==> config.mk <==
export PLATFORM = sky130hd
export DESIGN_NAME = slc_link_cfg
export DESIGN_NICKNAME = d
export VERILOG_FILES = /design/src/inc/slc_pkg.sv /design/src/verilog/slc_link_cfg.sv
export VERILOG_INCLUDE_DIRS = /design/src /design/src/inc
export SDC_FILE = /design/constraint.sdc
export NUM_CORES = 2
export LEC_CHECK = 0
export BUFFER_PORTS_ARGS = -buffer_cell sky130_fd_sc_hd__buf_2
export CAP_MARGIN = 20
export CORE_MARGIN = 1.5
export CORE_UTILIZATION = 55
export CTS_CLUSTER_DIAMETER = 80
export CTS_CLUSTER_SIZE = 12
export DETAILED_ROUTE_END_ITERATION = 16
export PLACE_DENSITY = 0.79
export SETUP_SLACK_MARGIN = 0.2
export SYNTH_ARGS = -nofsm -noshare
export SYNTH_HDL_FRONTEND = slang
export SYNTH_SLANG_ARGS = --single-unit
==> constraint.sdc <==
create_clock -name clk_sys -period 3.85 [get_ports clk_sys]
set_input_delay 0.77 -clock clk_sys [delete_from_list [all_inputs] [get_ports clk_sys]]
set_output_delay 0.77 -clock clk_sys [all_outputs]
set_load 0.02 [all_outputs]
==> src/inc/slc_defs.svh <==
`ifndef SLC_DEFS_SVH
`define SLC_DEFS_SVH

// register indices on the plain port
`define SLC_ADR_RSVD_A      8'h10
`define SLC_ADR_RSVD_B      8'h11
`define SLC_ADR_DBG_SRC     8'h1f
`define SLC_ADR_DIR_LO      8'h0c
`define SLC_ADR_DIR_HI      8'h0d
`define SLC_ADR_LSTAT_BASE  8'h20
`define SLC_ADR_PSTAT_BASE  8'h40
`define SLC_ADR_LCFG_BASE   8'h80
`define SLC_ADR_STAT_BASE   8'ha0

// status field positions
`define SLC_ST_TGT_LSB      24
`define SLC_ST_DEST_LSB     16
`define SLC_ST_DIR_LSB      8
`define SLC_ST_NET_LSB      4
`define SLC_ST_JUNK         2
`define SLC_ST_DBUSY        1
`define SLC_ST_SBUSY        0

// link configuration field positions
`define SLC_CF_EN           31
`define SLC_CF_WIRE5        30
`define SLC_CF_ERR          27
`define SLC_CF_CRED_OUT     26
`define SLC_CF_CRED_IN      25
`define SLC_CF_CREDIT_REQUEST_TOKEN        24
`define SLC_CF_RXRST        23
`define SLC_CF_SGAP_LSB     11
`define SLC_CF_TGAP_LSB     0

// static forwarding field positions
`define SLC_SF_EN           31
`define SLC_SF_PROC         8
`define SLC_SF_CHAN_LSB     0

// debug source bit positions
`define SLC_DS_SPARE        4
`define SLC_DS_CORE1        1
`define SLC_DS_CORE0        0

// reset values
`define SLC_RST_DIR         4'h0
`define SLC_RST_NET         2'h0
`define SLC_RST_GAP         11'h000
`define SLC_RST_CHAN        5'h00

`endif

==> src/inc/slc_pkg.sv <==
package slc_pkg;

	// what feeds a link's source side
	typedef enum logic [1:0] {
		SLC_TGT_EXTERNAL,
		SLC_TGT_PROCESSOR,
		SLC_TGT_SWITCH_CTRL,
		SLC_TGT_UNDEFINED
	} slc_tgt_e;

	typedef logic [3:0]  slc_dir_t;   // routing direction
	typedef logic [1:0]  slc_net_t;   // network number
	typedef logic [10:0] slc_gap_t;   // idle gap setting
	typedef logic [11:0] slc_cnt_t;   // idle gap counter

endpackage

==> src/verilog/slc_link_cfg.sv <==
// Chosen here: the strobed register port.
`timescale 1ns/1ps
`default_nettype none
`include "slc_defs.svh"

module slc_link_cfg
	import slc_pkg::*;
(
	input  wire logic             clk_sys,
	input  wire logic             reset,
	// register port
	input  wire logic [7:0]       regAddr,
	input  wire logic [31:0]      regWrData,
	input  wire logic             regWrStb,
	input  wire logic             regRdStb,
	output logic      [31:0]      regRdData,
	// debug event source
	input  wire logic             dbgEvtCore0,
	input  wire logic             dbgEvtCore1,
	// per external link status from the switch fabric
	input  wire logic [7:0][1:0]  extTgtType,
	input  wire logic [7:0][7:0]  extDestLink,
	input  wire logic [7:0]       extJunk,
	input  wire logic [7:0]       extDestBusy,
	input  wire logic [7:0]       extSrcBusy,
	output logic      [7:0][3:0]  extDirection,
	output logic      [7:0][1:0]  extNetwork,
	// per processor link status
	input  wire logic [7:0][1:0]  procTgtType,
	input  wire logic [7:0][7:0]  procDestLink,
	input  wire logic [7:0]       procJunk,
	input  wire logic [7:0]       procDestBusy,
	input  wire logic [7:0]       procSrcBusy,
	output logic      [7:0][1:0]  procNetwork,
	// per external link serial engine
	input  wire logic [7:0]       rxOverflow,
	input  wire logic [7:0]       rxBadToken,
	input  wire logic [7:0]       rxCreditIn,
	input  wire logic [7:0]       rxHelloIn,
	input  wire logic [7:0]       txSymReq,
	input  wire logic [7:0]       txSymLast,
	output logic      [7:0]       txSymGo,
	output logic      [7:0]       txHelloSend,
	output logic      [7:0]       txCreditSend,
	output logic      [7:0]       rxResetPulse,
	output logic      [7:0]       linkEnable,
	output logic      [7:0]       linkWire5,
	// static forwarding, indexed by link A..H as 0..7
	output logic      [7:0]       staticEn,
	output logic      [7:0]       staticProc,
	output logic      [7:0][4:0]  staticChan,
	// routing lookup
	input  wire logic [15:0]      nodeId,
	input  wire logic [15:0]      pktDestNode,
	output logic      [3:0]       routeDir,
	output logic                  routeLocal
);

	// register storage
	logic [1:0]            rsvdA_ff;       // spare control pair a
	logic [1:0]            rsvdB_ff;       // spare control pair b
	logic [2:0]            dbgSrc_ff;      // spare, core1, core0
	slc_dir_t [15:0]       dirTab_ff;      // direction per mismatch bit
	slc_dir_t [7:0]        extDir_ff;      // external link direction
	slc_net_t [7:0]        extNet_ff;      // external link network
	slc_net_t [7:0]        procNet_ff;     // processor link network
	logic [7:0]            lnkEn_ff;       // link enable
	logic [7:0]            lnkW5_ff;       // 5 wire mode
	logic [7:0]            lnkErr_ff;      // sticky receive error
	logic [7:0]            credOut_ff;     // credit granted to remote
	logic [7:0]            credIn_ff;      // credit held from remote
	slc_gap_t [7:0]        symGap_ff;      // idle between symbols
	slc_gap_t [7:0]        tokGap_ff;      // idle between tokens
	logic [7:0]            stEn_ff;        // static enable per register
	logic [7:0]            stProc_ff;      // static processor per register
	logic [7:0][4:0]       stChan_ff;      // static channel per register
	logic [7:0]            credit_request_token_ff;       // credit_request_token request pulse
	logic [7:0]            rxRst_ff;       // receiver reset pulse
	logic [7:0]            credSend_ff;    // credit issue pulse
	logic [31:0]           rdData_ff;      // read answer
	logic [3:0]            routeDir_ff;    // lookup result
	logic                  routeLocal_ff;  // packet is for this node
	logic [31:0]           nxt_rdData;     // read mux result

	// decoded strobes
	logic [2:0]  regIdx;                   // link index in group
	logic        wrLstat;                  // write to link status group
	logic        wrPstat;                  // write to processor status group
	logic        wrLcfg;                   // write to link config group
	logic        wrStat;                   // write to static group

	assign regIdx  = regAddr[2:0];
	assign wrLstat = regWrStb && (regAddr[7:3] == 5'(`SLC_ADR_LSTAT_BASE >> 3));
	assign wrPstat = regWrStb && (regAddr[7:3] == 5'(`SLC_ADR_PSTAT_BASE >> 3));
	assign wrLcfg  = regWrStb && (regAddr[7:3] == 5'(`SLC_ADR_LCFG_BASE >> 3));
	assign wrStat  = regWrStb && (regAddr[7:3] == 5'(`SLC_ADR_STAT_BASE >> 3));

	// spare control pairs, only bits 1:0 writable
	// spare bits kept
	always_ff @(posedge clk_sys) begin
		if (reset) begin
			rsvdA_ff <= 2'h0;
			rsvdB_ff <= 2'h0;
		end else if (regWrStb && regAddr == `SLC_ADR_RSVD_A) begin
			rsvdA_ff <= regWrData[1:0];
		end else if (regWrStb && regAddr == `SLC_ADR_RSVD_B) begin
			rsvdB_ff <= regWrData[1:0];
		end
	end

	// debug source: event replaces record, event beats software
	// record event core
	always_ff @(posedge clk_sys) begin
		if (reset) begin
			dbgSrc_ff <= 3'h0;
		end else if (dbgEvtCore0 || dbgEvtCore1) begin
			dbgSrc_ff[`SLC_DS_CORE1] <= dbgEvtCore1;
			dbgSrc_ff[`SLC_DS_CORE0] <= dbgEvtCore0;
		end else if (regWrStb && regAddr == `SLC_ADR_DBG_SRC) begin
			dbgSrc_ff[2] <= regWrData[`SLC_DS_SPARE];
			dbgSrc_ff[`SLC_DS_CORE1] <= regWrData[`SLC_DS_CORE1];
			dbgSrc_ff[`SLC_DS_CORE0] <= regWrData[`SLC_DS_CORE0];
		end
	end

	// direction table, two words of eight nibbles
	// table entries
	always_ff @(posedge clk_sys) begin
		if (reset) begin
			dirTab_ff <= '0;
		end else if (regWrStb && regAddr == `SLC_ADR_DIR_LO) begin
			dirTab_ff[7:0] <= regWrData;
		end else if (regWrStb && regAddr == `SLC_ADR_DIR_HI) begin
			dirTab_ff[15:8] <= regWrData;
		end
	end

	// per link writable fields of the status groups
	// direction field
	always_ff @(posedge clk_sys) begin
		if (reset) begin
			extDir_ff <= {8{`SLC_RST_DIR}};
			extNet_ff <= {8{`SLC_RST_NET}};
		end else if (wrLstat) begin
			extDir_ff[regIdx] <= regWrData[`SLC_ST_DIR_LSB +: 4];
			extNet_ff[regIdx] <= regWrData[`SLC_ST_NET_LSB +: 2];
		end
	end

	// processor link network numbers
	// processor status group
	always_ff @(posedge clk_sys) begin
		if (reset) begin
			procNet_ff <= {8{`SLC_RST_NET}};
		end else if (wrPstat) begin
			procNet_ff[regIdx] <= regWrData[`SLC_ST_NET_LSB +: 2];
		end
	end

	// link configuration writable fields
	always_ff @(posedge clk_sys) begin
		if (reset) begin
			lnkEn_ff  <= 8'h00;
			lnkW5_ff  <= 8'h00;
			symGap_ff <= {8{`SLC_RST_GAP}};
			tokGap_ff <= {8{`SLC_RST_GAP}};
		end else if (wrLcfg) begin
			lnkEn_ff[regIdx]  <= regWrData[`SLC_CF_EN];
			lnkW5_ff[regIdx]  <= regWrData[`SLC_CF_WIRE5];
			symGap_ff[regIdx] <= regWrData[`SLC_CF_SGAP_LSB +: 11];
			tokGap_ff[regIdx] <= regWrData[`SLC_CF_TGAP_LSB +: 11];
		end
	end

	// command pulses from write-only bits, one cycle each
	always_ff @(posedge clk_sys) begin
		if (reset) begin
			credit_request_token_ff <= 8'h00;
			rxRst_ff <= 8'h00;
		end else begin
			for (int i = 0; i < 8; i++) begin
				credit_request_token_ff[i] <= wrLcfg && regIdx == 3'(i) && regWrData[`SLC_CF_CREDIT_REQUEST_TOKEN];
				rxRst_ff[i] <= wrLcfg && regIdx == 3'(i) && regWrData[`SLC_CF_RXRST];
			end
		end
	end

	// sticky receive error, set wins over receiver reset
	// error flag
	always_ff @(posedge clk_sys) begin
		if (reset) begin
			lnkErr_ff <= 8'h00;
		end else begin
			lnkErr_ff <= (lnkErr_ff & ~rxRst_ff) | rxOverflow | rxBadToken;
		end
	end

	// credit held from remote: cleared by credit_request_token command, set wins
	// held credit
	always_ff @(posedge clk_sys) begin
		if (reset) begin
			credIn_ff <= 8'h00;
		end else begin
			credIn_ff <= (credIn_ff & ~credit_request_token_ff) | (rxCreditIn & lnkEn_ff);
		end
	end

	// answer a received credit_request_token by granting credit once
	// credit granted
	always_ff @(posedge clk_sys) begin
		if (reset) begin
			credOut_ff  <= 8'h00;
			credSend_ff <= 8'h00;
		end else begin
			credSend_ff <= rxHelloIn & lnkEn_ff;
			credOut_ff  <= (credOut_ff & ~rxRst_ff & lnkEn_ff) | (rxHelloIn & lnkEn_ff);
		end
	end

	// static forwarding registers
	// static target
	always_ff @(posedge clk_sys) begin
		if (reset) begin
			stEn_ff   <= 8'h00;
			stProc_ff <= 8'h00;
			stChan_ff <= {8{`SLC_RST_CHAN}};
		end else if (wrStat) begin
			stEn_ff[regIdx]   <= regWrData[`SLC_SF_EN];
			stProc_ff[regIdx] <= regWrData[`SLC_SF_PROC];
			stChan_ff[regIdx] <= regWrData[`SLC_SF_CHAN_LSB +: 5];
		end
	end

	// per link transmit pacing
	genvar g;
	generate
		for (g = 0; g < 8; g++) begin : gLink
			slc_cnt_t idleCnt_ff;   // idle cycles still owed
			assign txSymGo[g] = txSymReq[g] && lnkEn_ff[g] && credIn_ff[g]
				&& idleCnt_ff == '0;
			// load owed idle cycles after each symbol
			always_ff @(posedge clk_sys) begin
				if (reset) begin
					idleCnt_ff <= '0;
				end else if (txSymGo[g]) begin
					if (txSymLast[g]) begin
						idleCnt_ff <= {1'b0, tokGap_ff[g]} + 12'h001;
					end else begin
						idleCnt_ff <= {1'b0, symGap_ff[g]} + 12'h001;
					end
				end else if (idleCnt_ff != '0) begin
					idleCnt_ff <= idleCnt_ff - 12'h001;
				end
			end
		end
	endgenerate

	// routing lookup on most significant mismatching bit
	// route lookup
	always_ff @(posedge clk_sys) begin
		if (reset) begin
			routeDir_ff   <= `SLC_RST_DIR;
			routeLocal_ff <= 1'b0;
		end else begin
			routeLocal_ff <= (nodeId == pktDestNode);
			routeDir_ff   <= `SLC_RST_DIR;
			for (int b = 0; b < 16; b++) begin
				if (nodeId[b] != pktDestNode[b]) begin
					routeDir_ff <= dirTab_ff[b];
				end
			end
		end
	end

	// read multiplexer, unmapped addresses read zero, spare pairs read back bits 1:0
	// zero fill
	always_comb begin
		nxt_rdData = 32'h0000_0000;
		if (regAddr == `SLC_ADR_RSVD_A) begin
			nxt_rdData[1:0] = rsvdA_ff;
		end else if (regAddr == `SLC_ADR_RSVD_B) begin
			nxt_rdData[1:0] = rsvdB_ff;
		end else if (regAddr == `SLC_ADR_DBG_SRC) begin
			nxt_rdData[`SLC_DS_SPARE] = dbgSrc_ff[2];
			nxt_rdData[`SLC_DS_CORE1] = dbgSrc_ff[`SLC_DS_CORE1];
			nxt_rdData[`SLC_DS_CORE0] = dbgSrc_ff[`SLC_DS_CORE0];
		end else if (regAddr == `SLC_ADR_DIR_LO) begin
			nxt_rdData = dirTab_ff[7:0];
		end else if (regAddr == `SLC_ADR_DIR_HI) begin
			nxt_rdData = dirTab_ff[15:8];
		end else if (regAddr[7:3] == 5'(`SLC_ADR_LSTAT_BASE >> 3)) begin
			nxt_rdData[`SLC_ST_TGT_LSB +: 2]  = extTgtType[regIdx];
			nxt_rdData[`SLC_ST_DEST_LSB +: 8] = extDestLink[regIdx];
			nxt_rdData[`SLC_ST_DIR_LSB +: 4]  = extDir_ff[regIdx];
			nxt_rdData[`SLC_ST_NET_LSB +: 2]  = extNet_ff[regIdx];
			nxt_rdData[`SLC_ST_JUNK]  = extJunk[regIdx];
			nxt_rdData[`SLC_ST_DBUSY] = extDestBusy[regIdx];
			nxt_rdData[`SLC_ST_SBUSY] = extSrcBusy[regIdx];
		end else if (regAddr[7:3] == 5'(`SLC_ADR_PSTAT_BASE >> 3)) begin
			nxt_rdData[`SLC_ST_TGT_LSB +: 2]  = procTgtType[regIdx];
			nxt_rdData[`SLC_ST_DEST_LSB +: 8] = procDestLink[regIdx];
			nxt_rdData[`SLC_ST_NET_LSB +: 2]  = procNet_ff[regIdx];
			nxt_rdData[`SLC_ST_JUNK]  = procJunk[regIdx];
			nxt_rdData[`SLC_ST_DBUSY] = procDestBusy[regIdx];
			nxt_rdData[`SLC_ST_SBUSY] = procSrcBusy[regIdx];
		end else if (regAddr[7:3] == 5'(`SLC_ADR_LCFG_BASE >> 3)) begin
			nxt_rdData[`SLC_CF_EN]       = lnkEn_ff[regIdx];
			nxt_rdData[`SLC_CF_WIRE5]    = lnkW5_ff[regIdx];
			nxt_rdData[`SLC_CF_ERR]      = lnkErr_ff[regIdx];
			nxt_rdData[`SLC_CF_CRED_OUT] = credOut_ff[regIdx];
			nxt_rdData[`SLC_CF_CRED_IN]  = credIn_ff[regIdx];
			nxt_rdData[`SLC_CF_SGAP_LSB +: 11] = symGap_ff[regIdx];
			nxt_rdData[`SLC_CF_TGAP_LSB +: 11] = tokGap_ff[regIdx];
		end else if (regAddr[7:3] == 5'(`SLC_ADR_STAT_BASE >> 3)) begin
			nxt_rdData[`SLC_SF_EN]   = stEn_ff[regIdx];
			nxt_rdData[`SLC_SF_PROC] = stProc_ff[regIdx];
			nxt_rdData[`SLC_SF_CHAN_LSB +: 5] = stChan_ff[regIdx];
		end
	end

	// read data stands one cycle after the strobe only
	always_ff @(posedge clk_sys) begin
		if (reset) begin
			rdData_ff <= 32'h0000_0000;
		end else if (regRdStb) begin
			rdData_ff <= nxt_rdData;
		end else begin
			rdData_ff <= 32'h0000_0000;
		end
	end

	// static register order to link letters: C D A B G H E F
	// link order
	always_comb begin
		staticEn   = '0;
		staticProc = '0;
		staticChan = '0;
		for (int r = 0; r < 8; r++) begin
			// link = register index with pairs swapped (bit 1 flipped)
			// static forward
			staticEn[r ^ 2]   = stEn_ff[r];
			staticProc[r ^ 2] = stProc_ff[r];
			staticChan[r ^ 2] = stChan_ff[r];
		end
	end

	// outputs
	assign regRdData    = rdData_ff;
	assign extDirection = extDir_ff;
	assign extNetwork   = extNet_ff;
	assign procNetwork  = procNet_ff;
	assign txHelloSend  = credit_request_token_ff;
	assign txCreditSend = credSend_ff;
	assign rxResetPulse = rxRst_ff;
	assign linkEnable   = lnkEn_ff;
	assign linkWire5    = lnkW5_ff;
	assign routeDir     = routeDir_ff;
	assign routeLocal   = routeLocal_ff;

endmodule

`default_nettype wire
**After elaboration in Yosys (flattened, before gate mapping)**

Index checks and enable logic that the tools add are counted.

- Word-level logic and storage cells: 401
- Bits in registers: 564
- Output and inout bits: 205

- Equality and inequality tests: 33
- Add/subtract/negate cells: 24
- Magnitude comparators: 2
- Reductions and logical operators: 91
- Bitwise logic cells: 16
- Multiplexer cells: 144

Operator list:

| cell | count |
|---|---|
| $mux W12 | 24 |
| $add A11 B1 Y12 const B | 16 |
| $bwmux W88 | 2 |
| $logic_not A12 Y1 | 8 |
| $reduce_bool A12 Y1 | 8 |
| $sub A12 B1 Y12 const B | 8 |
| $mux W4 | 20 |
| $bmux W11 S3 | 2 |
| $logic_and A1 B1 Y1 | 58 |
| $and A8 B8 Y8 | 6 |
| $bmux W8 S3 | 2 |
| $bwmux W40 | 1 |
| $bmux W1 S3 | 13 |
| $mux W2 | 19 |
| $demux W11 S3 | 1 |
| $mux W11 | 3 |
| $bwmux W16 | 2 |
| $bwmux W32 | 1 |
| $bwmux W8 | 4 |
| $mux W32 | 1 |
| $or A8 B8 Y8 | 4 |
| $mux W28 | 1 |
| $bmux W2 S3 | 4 |
| $eq A8 B5 Y1 const B | 3 |
| 33 further kinds | 99 |

**Logic depth before layout (Yosys ltp)**

- Depth after elaboration: 17
- Mapped depth: 9

**Worst setup path after synthesis**

OpenSTA, ideal clock, no wires.

- Kind: input-to-reg
- Start point: input txSymLast[3]
- End point: register gLink[3].idleCnt_ff[10]
- Slack: 0.940 ns
- Buffers on the path: 2
- Data required time: 3.755 ns
- Stages on the path: 9
- Setup time: 0.095 ns
- Data arrival time: 2.815 ns
- Path through: buf_2 buf_1 mux2_2 ha_1 inv_1 a2111o_1 a2111oi_0 xor2_1 a221oi_1

- Longest elaborated chain between the ends: 2

Ends and longest elaborated chain:

| what | RTL line | RTL |
|---|---|---|
| start: declaration | slc_link_cfg.sv:41 | `input wire logic [7:0] txSymLast,` |
| $mux W12 | slc_link_cfg.sv:246 | `if (txSymLast[g]) begin` |
| $mux W12 | slc_link_cfg.sv:245 | `end else if (txSymGo[g]) begin` |
| end signal: assignment | slc_link_cfg.sv:247 | `idleCnt_ff <= {1'b0, tokGap_ff[g]} + 12'h001;` |
| end signal: assignment | slc_link_cfg.sv:249 | `idleCnt_ff <= {1'b0, symGap_ff[g]} + 12'h001;` |
| end signal: assignment | slc_link_cfg.sv:252 | `idleCnt_ff <= idleCnt_ff - 12'h001;` |
| end: declaration | slc_link_cfg.sv:238 | `slc_cnt_t idleCnt_ff;` |

No other way between the ends.
A chain may end at the register's enable or synchronous reset.

**Worst setup path in the final report**

- Start point: register gLink[6].idleCnt_ff[0]
- End point: output txSymGo[6]

- Longest elaborated chain between the ends: 2

Ends and longest elaborated chain:

| what | RTL line | RTL |
|---|---|---|
| start: declaration | slc_link_cfg.sv:238 |  |
| start signal: assignment | slc_link_cfg.sv:247 |  |
| start signal: assignment | slc_link_cfg.sv:249 |  |
| start signal: assignment | slc_link_cfg.sv:252 |  |
| $logic_not A12 Y1 | slc_link_cfg.sv:240 | `&& idleCnt_ff == '0;` |
| $logic_and A1 B1 Y1 | slc_link_cfg.sv:240 |  |
| end: declaration | slc_link_cfg.sv:42 | `output logic [7:0] txSymGo,` |

No other way between the ends.

==> impl_metrics.sql <==
INSERT INTO impl_metrics (metric_group, metric, value, unit) VALUES
('synth', 'number_of_enable_flip_flop_cells_after_synthesis', '0', ''),
('timing', 'count_of_final_setup_violators', '0', ''),
('worst_setup_path', 'timing.setup.critical_path_class', 'register to output pin', ''),
('clock_tree', 'clk_transition_reported_paths', '60', 'ps'),
('final_layout', 'most_frequent_standard_cell_in_the_layout_excluding_fill_and_tap_cells', 'nand2_1', ''),
('timing', 'report.final.hold_viol_count', '0', ''),
('power_and_ir_drop', 'leakage', '13.3', 'nW'),
('timing', 'finClkSkew', '23.3', 'ps'),
('synth', 'synthesis.nets', '3772', ''),
('final_layout', 'num-nets-final', '4170', ''),
('timing', 'max_slew_margin', '0.247', ''),
('grt', 'antenna_found_initial', '14', ''),
('clock_tree', 'cts.path.max_buffers', '3', ''),
('route', 'detailroute.via_count', '29491', ''),
('worst_setup_path', 'worst-endpoint-arrival', '2720', 'ps'),
('grt', 'globalRoute.totalOverflow', '0', ''),
('placement', 'post_dp_cell_area', '32800', 'um2'),
('grt', 'grt_use_total', '0.408', ''),
('grt', 'grt_start_max_net_pins', '142', ''),
('synth', 'seq_area_frac_synth', '0.381', ''),
('final_layout', 'final_design_area_no_fill', '34200', 'um2'),
('synth', 'netlist_top_cells_area', 'dfxtp_1 38%, mux4_2 10%, nand2_1 8.5%', ''),
('synth', 'synth-main-ff-cell', 'dfxtp_1', ''),
('synth', 'synth.top_cell.area_share', '0.381', ''),
('timing', 'rsz0062_at_grt', 'no', ''),
('placement', 'buffer_ports.inserted', '538', ''),
('synth', 'post_synth_inst_count', '3422', ''),
('worst_setup_path', 'critical_path_required', '3080', 'ps'),
('min_path', 'hold_path.class', 'input port to register', ''),
('floorplanning', 'die-area', '55300', 'um2'),
('final_layout', 'num-fill-cells', '4493', ''),
('floorplanning', 'initial_utilization', '0.561', ''),
('route', 'vias_cell', '6.53', ''),
('synth', 'avgSynthCellArea', '8.66', 'um2'),
('floorplanning', 'die-width', '235', 'um'),
('route', 'drtAntennaViolNets', '0', ''),
('timing', 'post-route-period-util', '0.907', ''),
('synth', 'ys_seq_elements', '564', ''),
('route', 'firstDrtPassIters', '8', ''),
('synth', 'ys_types', '73', ''),
('final_layout', 'layout-drive-gt1-share', '0.229', ''),
('route', 'drt_wl_total', '116', 'mm'),
('status', 'status', 'completed', ''),
('timing', 'timing.setup.tns', '0', 'ps'),
('clock_tree', 'cts.root.buffer_cell', 'clkbuf_16', ''),
('synth', 'postSynth.asyncResetShare', '0', ''),
('placement', 'detailed_place_hpwl', '85.9', 'mm'),
('clock_tree', 'ctsHtreeMaxLevel', '2', ''),
('final_layout', 'mostFrequentLayoutCells', '669 x nand2_1, 564 x dfxtp_1, 534 x buf_2', ''),
('floorplanning', 'ios', '539', ''),
('timing', 'finalWorstSetupSlack', '356', 'ps'),
('timing', 'finalWorstPathRequiredPeriod', '3490', 'ps'),
('worst_setup_path', 'crit_path_start_kind', 'register', ''),
('floorplanning', 'std_cell_rows', '84', ''),
('worst_setup_path', 'crit_fanout', '10', ''),
('synth', 'ys.warnings.count', '0', ''),
('route', 'route.detailed.wl_per_inst', '25.7', 'um'),
('clock_tree', 'cts-buffers-inserted', '52', ''),
('grt', 'grt_pass1_wl', '172', 'mm'),
('clock_tree', 'cts.hold.buffers_added', '0', ''),
('timing', 'fmax', '286', 'MHz'),
('clock_tree', 'tritoncts', 'done', ''),
('worst_setup_path', 'r2r_slack', '1030', 'ps'),
('flow_run', 'maxCapViolCount', '0', ''),
('grt', 'via_count_of_the_first_global_routing_pass', '27453', ''),
('placement', 'gp_congestion', '1.07', ''),
('clock_tree', 'worstSkewPairLatency', '620', 'ps'),
('timing', 'maxSlewViolCount', '0', ''),
('floorplanning', 'fp.dieH', '235', 'um'),
('synth', 'syn_area', '29600', 'um2'),
('placement', 'pre_cts_slack', '352', 'ps'),
('synth', 'synth_top_area_cell', 'dfxtp_1', ''),
('clock_tree', 'postCtsSetupBuffers', '0', ''),
('timing', 'worstMarginPinSlew', '1130', 'ps'),
('floorplanning', 'core_area', '52900', 'um2'),
('final_layout', 'area_delta_synth_final', '15.3', '%'),
('power_and_ir_drop', 'p_per_area', '440', 'nW/um2'),
('route', 'drc_errors', '0', ''),
('worst_setup_path', 'crit_path_end_kind', 'output pin', ''),
('clock_tree', 'tritoncts_num_sinks', '564', ''),
('route', 'drt-initial-drc-count', '3702', ''),
('power_and_ir_drop', 'irDropWorstVdd', '0.393', 'mV');
[synth_stat cells, types with 12 or more instances]
cell type	instances
nor2b_1	15
nand4_1	21
clkbuf_1	203
nor3_1	62
mux2_2	59
dfxtp_1	564
inv_1	44
xor2_1	46
nand2_1	669
a211oi_1	37
mux2i_1	182
nor3b_1	15
o21ai_0	30
buf_1	20
and3b_1	12
ha_1	16
a31oi_1	21
nand3_1	160
nand3b_1	35
xnor2_1	80
nor2_1	230
a21oi_1	407
a222oi_1	30
and3_1	20
a221oi_1	22
or3_1	30
nor4_1	22
o22a_1	12
nand2b_1	20
a22oi_1	16
o22ai_1	20
buf_2	35
mux4_2	136
[worst paths after layout]
kind	cells past startpoint	startpoint	endpoint
min	3	rxBadToken[4]	lnkErr_ff[4]$_SDFF_PP0_
max reg2reg	8	gLink[6].idleCnt_ff[0]$_SDFFE_PP0P_	gLink[6].idleCnt_ff[11]$_SDFFE_PP0P_
min reg2reg	2	symGap_ff[30]$_SDFFE_PP0P_	symGap_ff[30]$_SDFFE_PP0P_
max	6	gLink[6].idleCnt_ff[0]$_SDFFE_PP0P_	txSymGo[6]
[stage by stage]
step | power, mW | std cells | utilization | hold WS [ps]
after floorplan | 9.53 | 3422 | - | 443
after detailed placement | 10.4 | 4454 | 0.621 | 459
after global placement | 10.4 | 4454 | 0.621 | 453
after CTS | 15.0 | 4507 | 0.646 | 360
after global routing | 15.7 | 4512 | 0.646 | 374
final | 15.0 | 4517 | 0.647 | 368
[cells by family (layout without fill, tap and decap cells)]
group                    after synthesis  count (layout)  share of synthesized area
XOR/XNOR                             126             126                     0.0372
AND/OR/NAND/NOR                     1365            1365                      0.210
flip-flops                           564             564                      0.381
other                                  0              10                          0
adder cells (fa/ha/maj)               16              16                    0.00675
buffers and inverters                304             701                     0.0403
multiplexers                         378             378                      0.188
AO/OA/AOI/OAI                        669             669                      0.137
[area by class of cell]
| type | instances | area (um2) | area share |
|---|---|---|---|
| diodes | 10 | 25.0 | 0.000732 |
| well taps | 688 | 861 | 0.0252 |
| multi-input cells | 2554 | 17200 | 0.503 |
| flip-flops and latches | 564 | 11300 | 0.330 |
| inverters | 44 | 165 | 0.00483 |
| repair buffers | 604 | 3300 | 0.0967 |
| clock buffers | 53 | 1330 | 0.0388 |
[worst max-delay path, stage by stage (launching register included)]
cell	delay, ps
dfxtp_1	360
inv_1	70
ha_1	230
or4b_1	510
or3_1	570
nor2_4	160
buf_2	200
[state kept, by name, summed over array words and instances, names as in the netlist, 16 cells and up]
signal            flops
dirTab_ff            64
extDirection         32
extNetwork           16
gLink.idleCnt_ff     96
procNetwork          16
regRdData            32
staticChan           40
symGap_ff            88
tokGap_ff            88
[where the power goes]
group          leakage [nW]  internal (mW)  switching, mW  total [mW]
Combinational          8.12           1.62           2.12        3.74
Clock                 0.653           2.40           2.23        4.64
Sequential             4.56           6.25          0.415        6.67
[metal layers]
layer | up-vias | global-route usage | wire length [um]
met3 | 419 | 0.0916 | 13100
li1 | 13060 | - | -
met1 | 14047 | 0.511 | 42500
met2 | 1959 | 0.634 | 51900
met4 | 6 | 0.269 | 8560
met5 | - | 0 | 42
[repair_timing]
action / in CTS / in global routing
endpoints found under the setup margin: 0 / 1
resized for setup: 0 / 1
endpoints found under the hold margin: 0 / 0
Power figures use the tool's default switching activity.
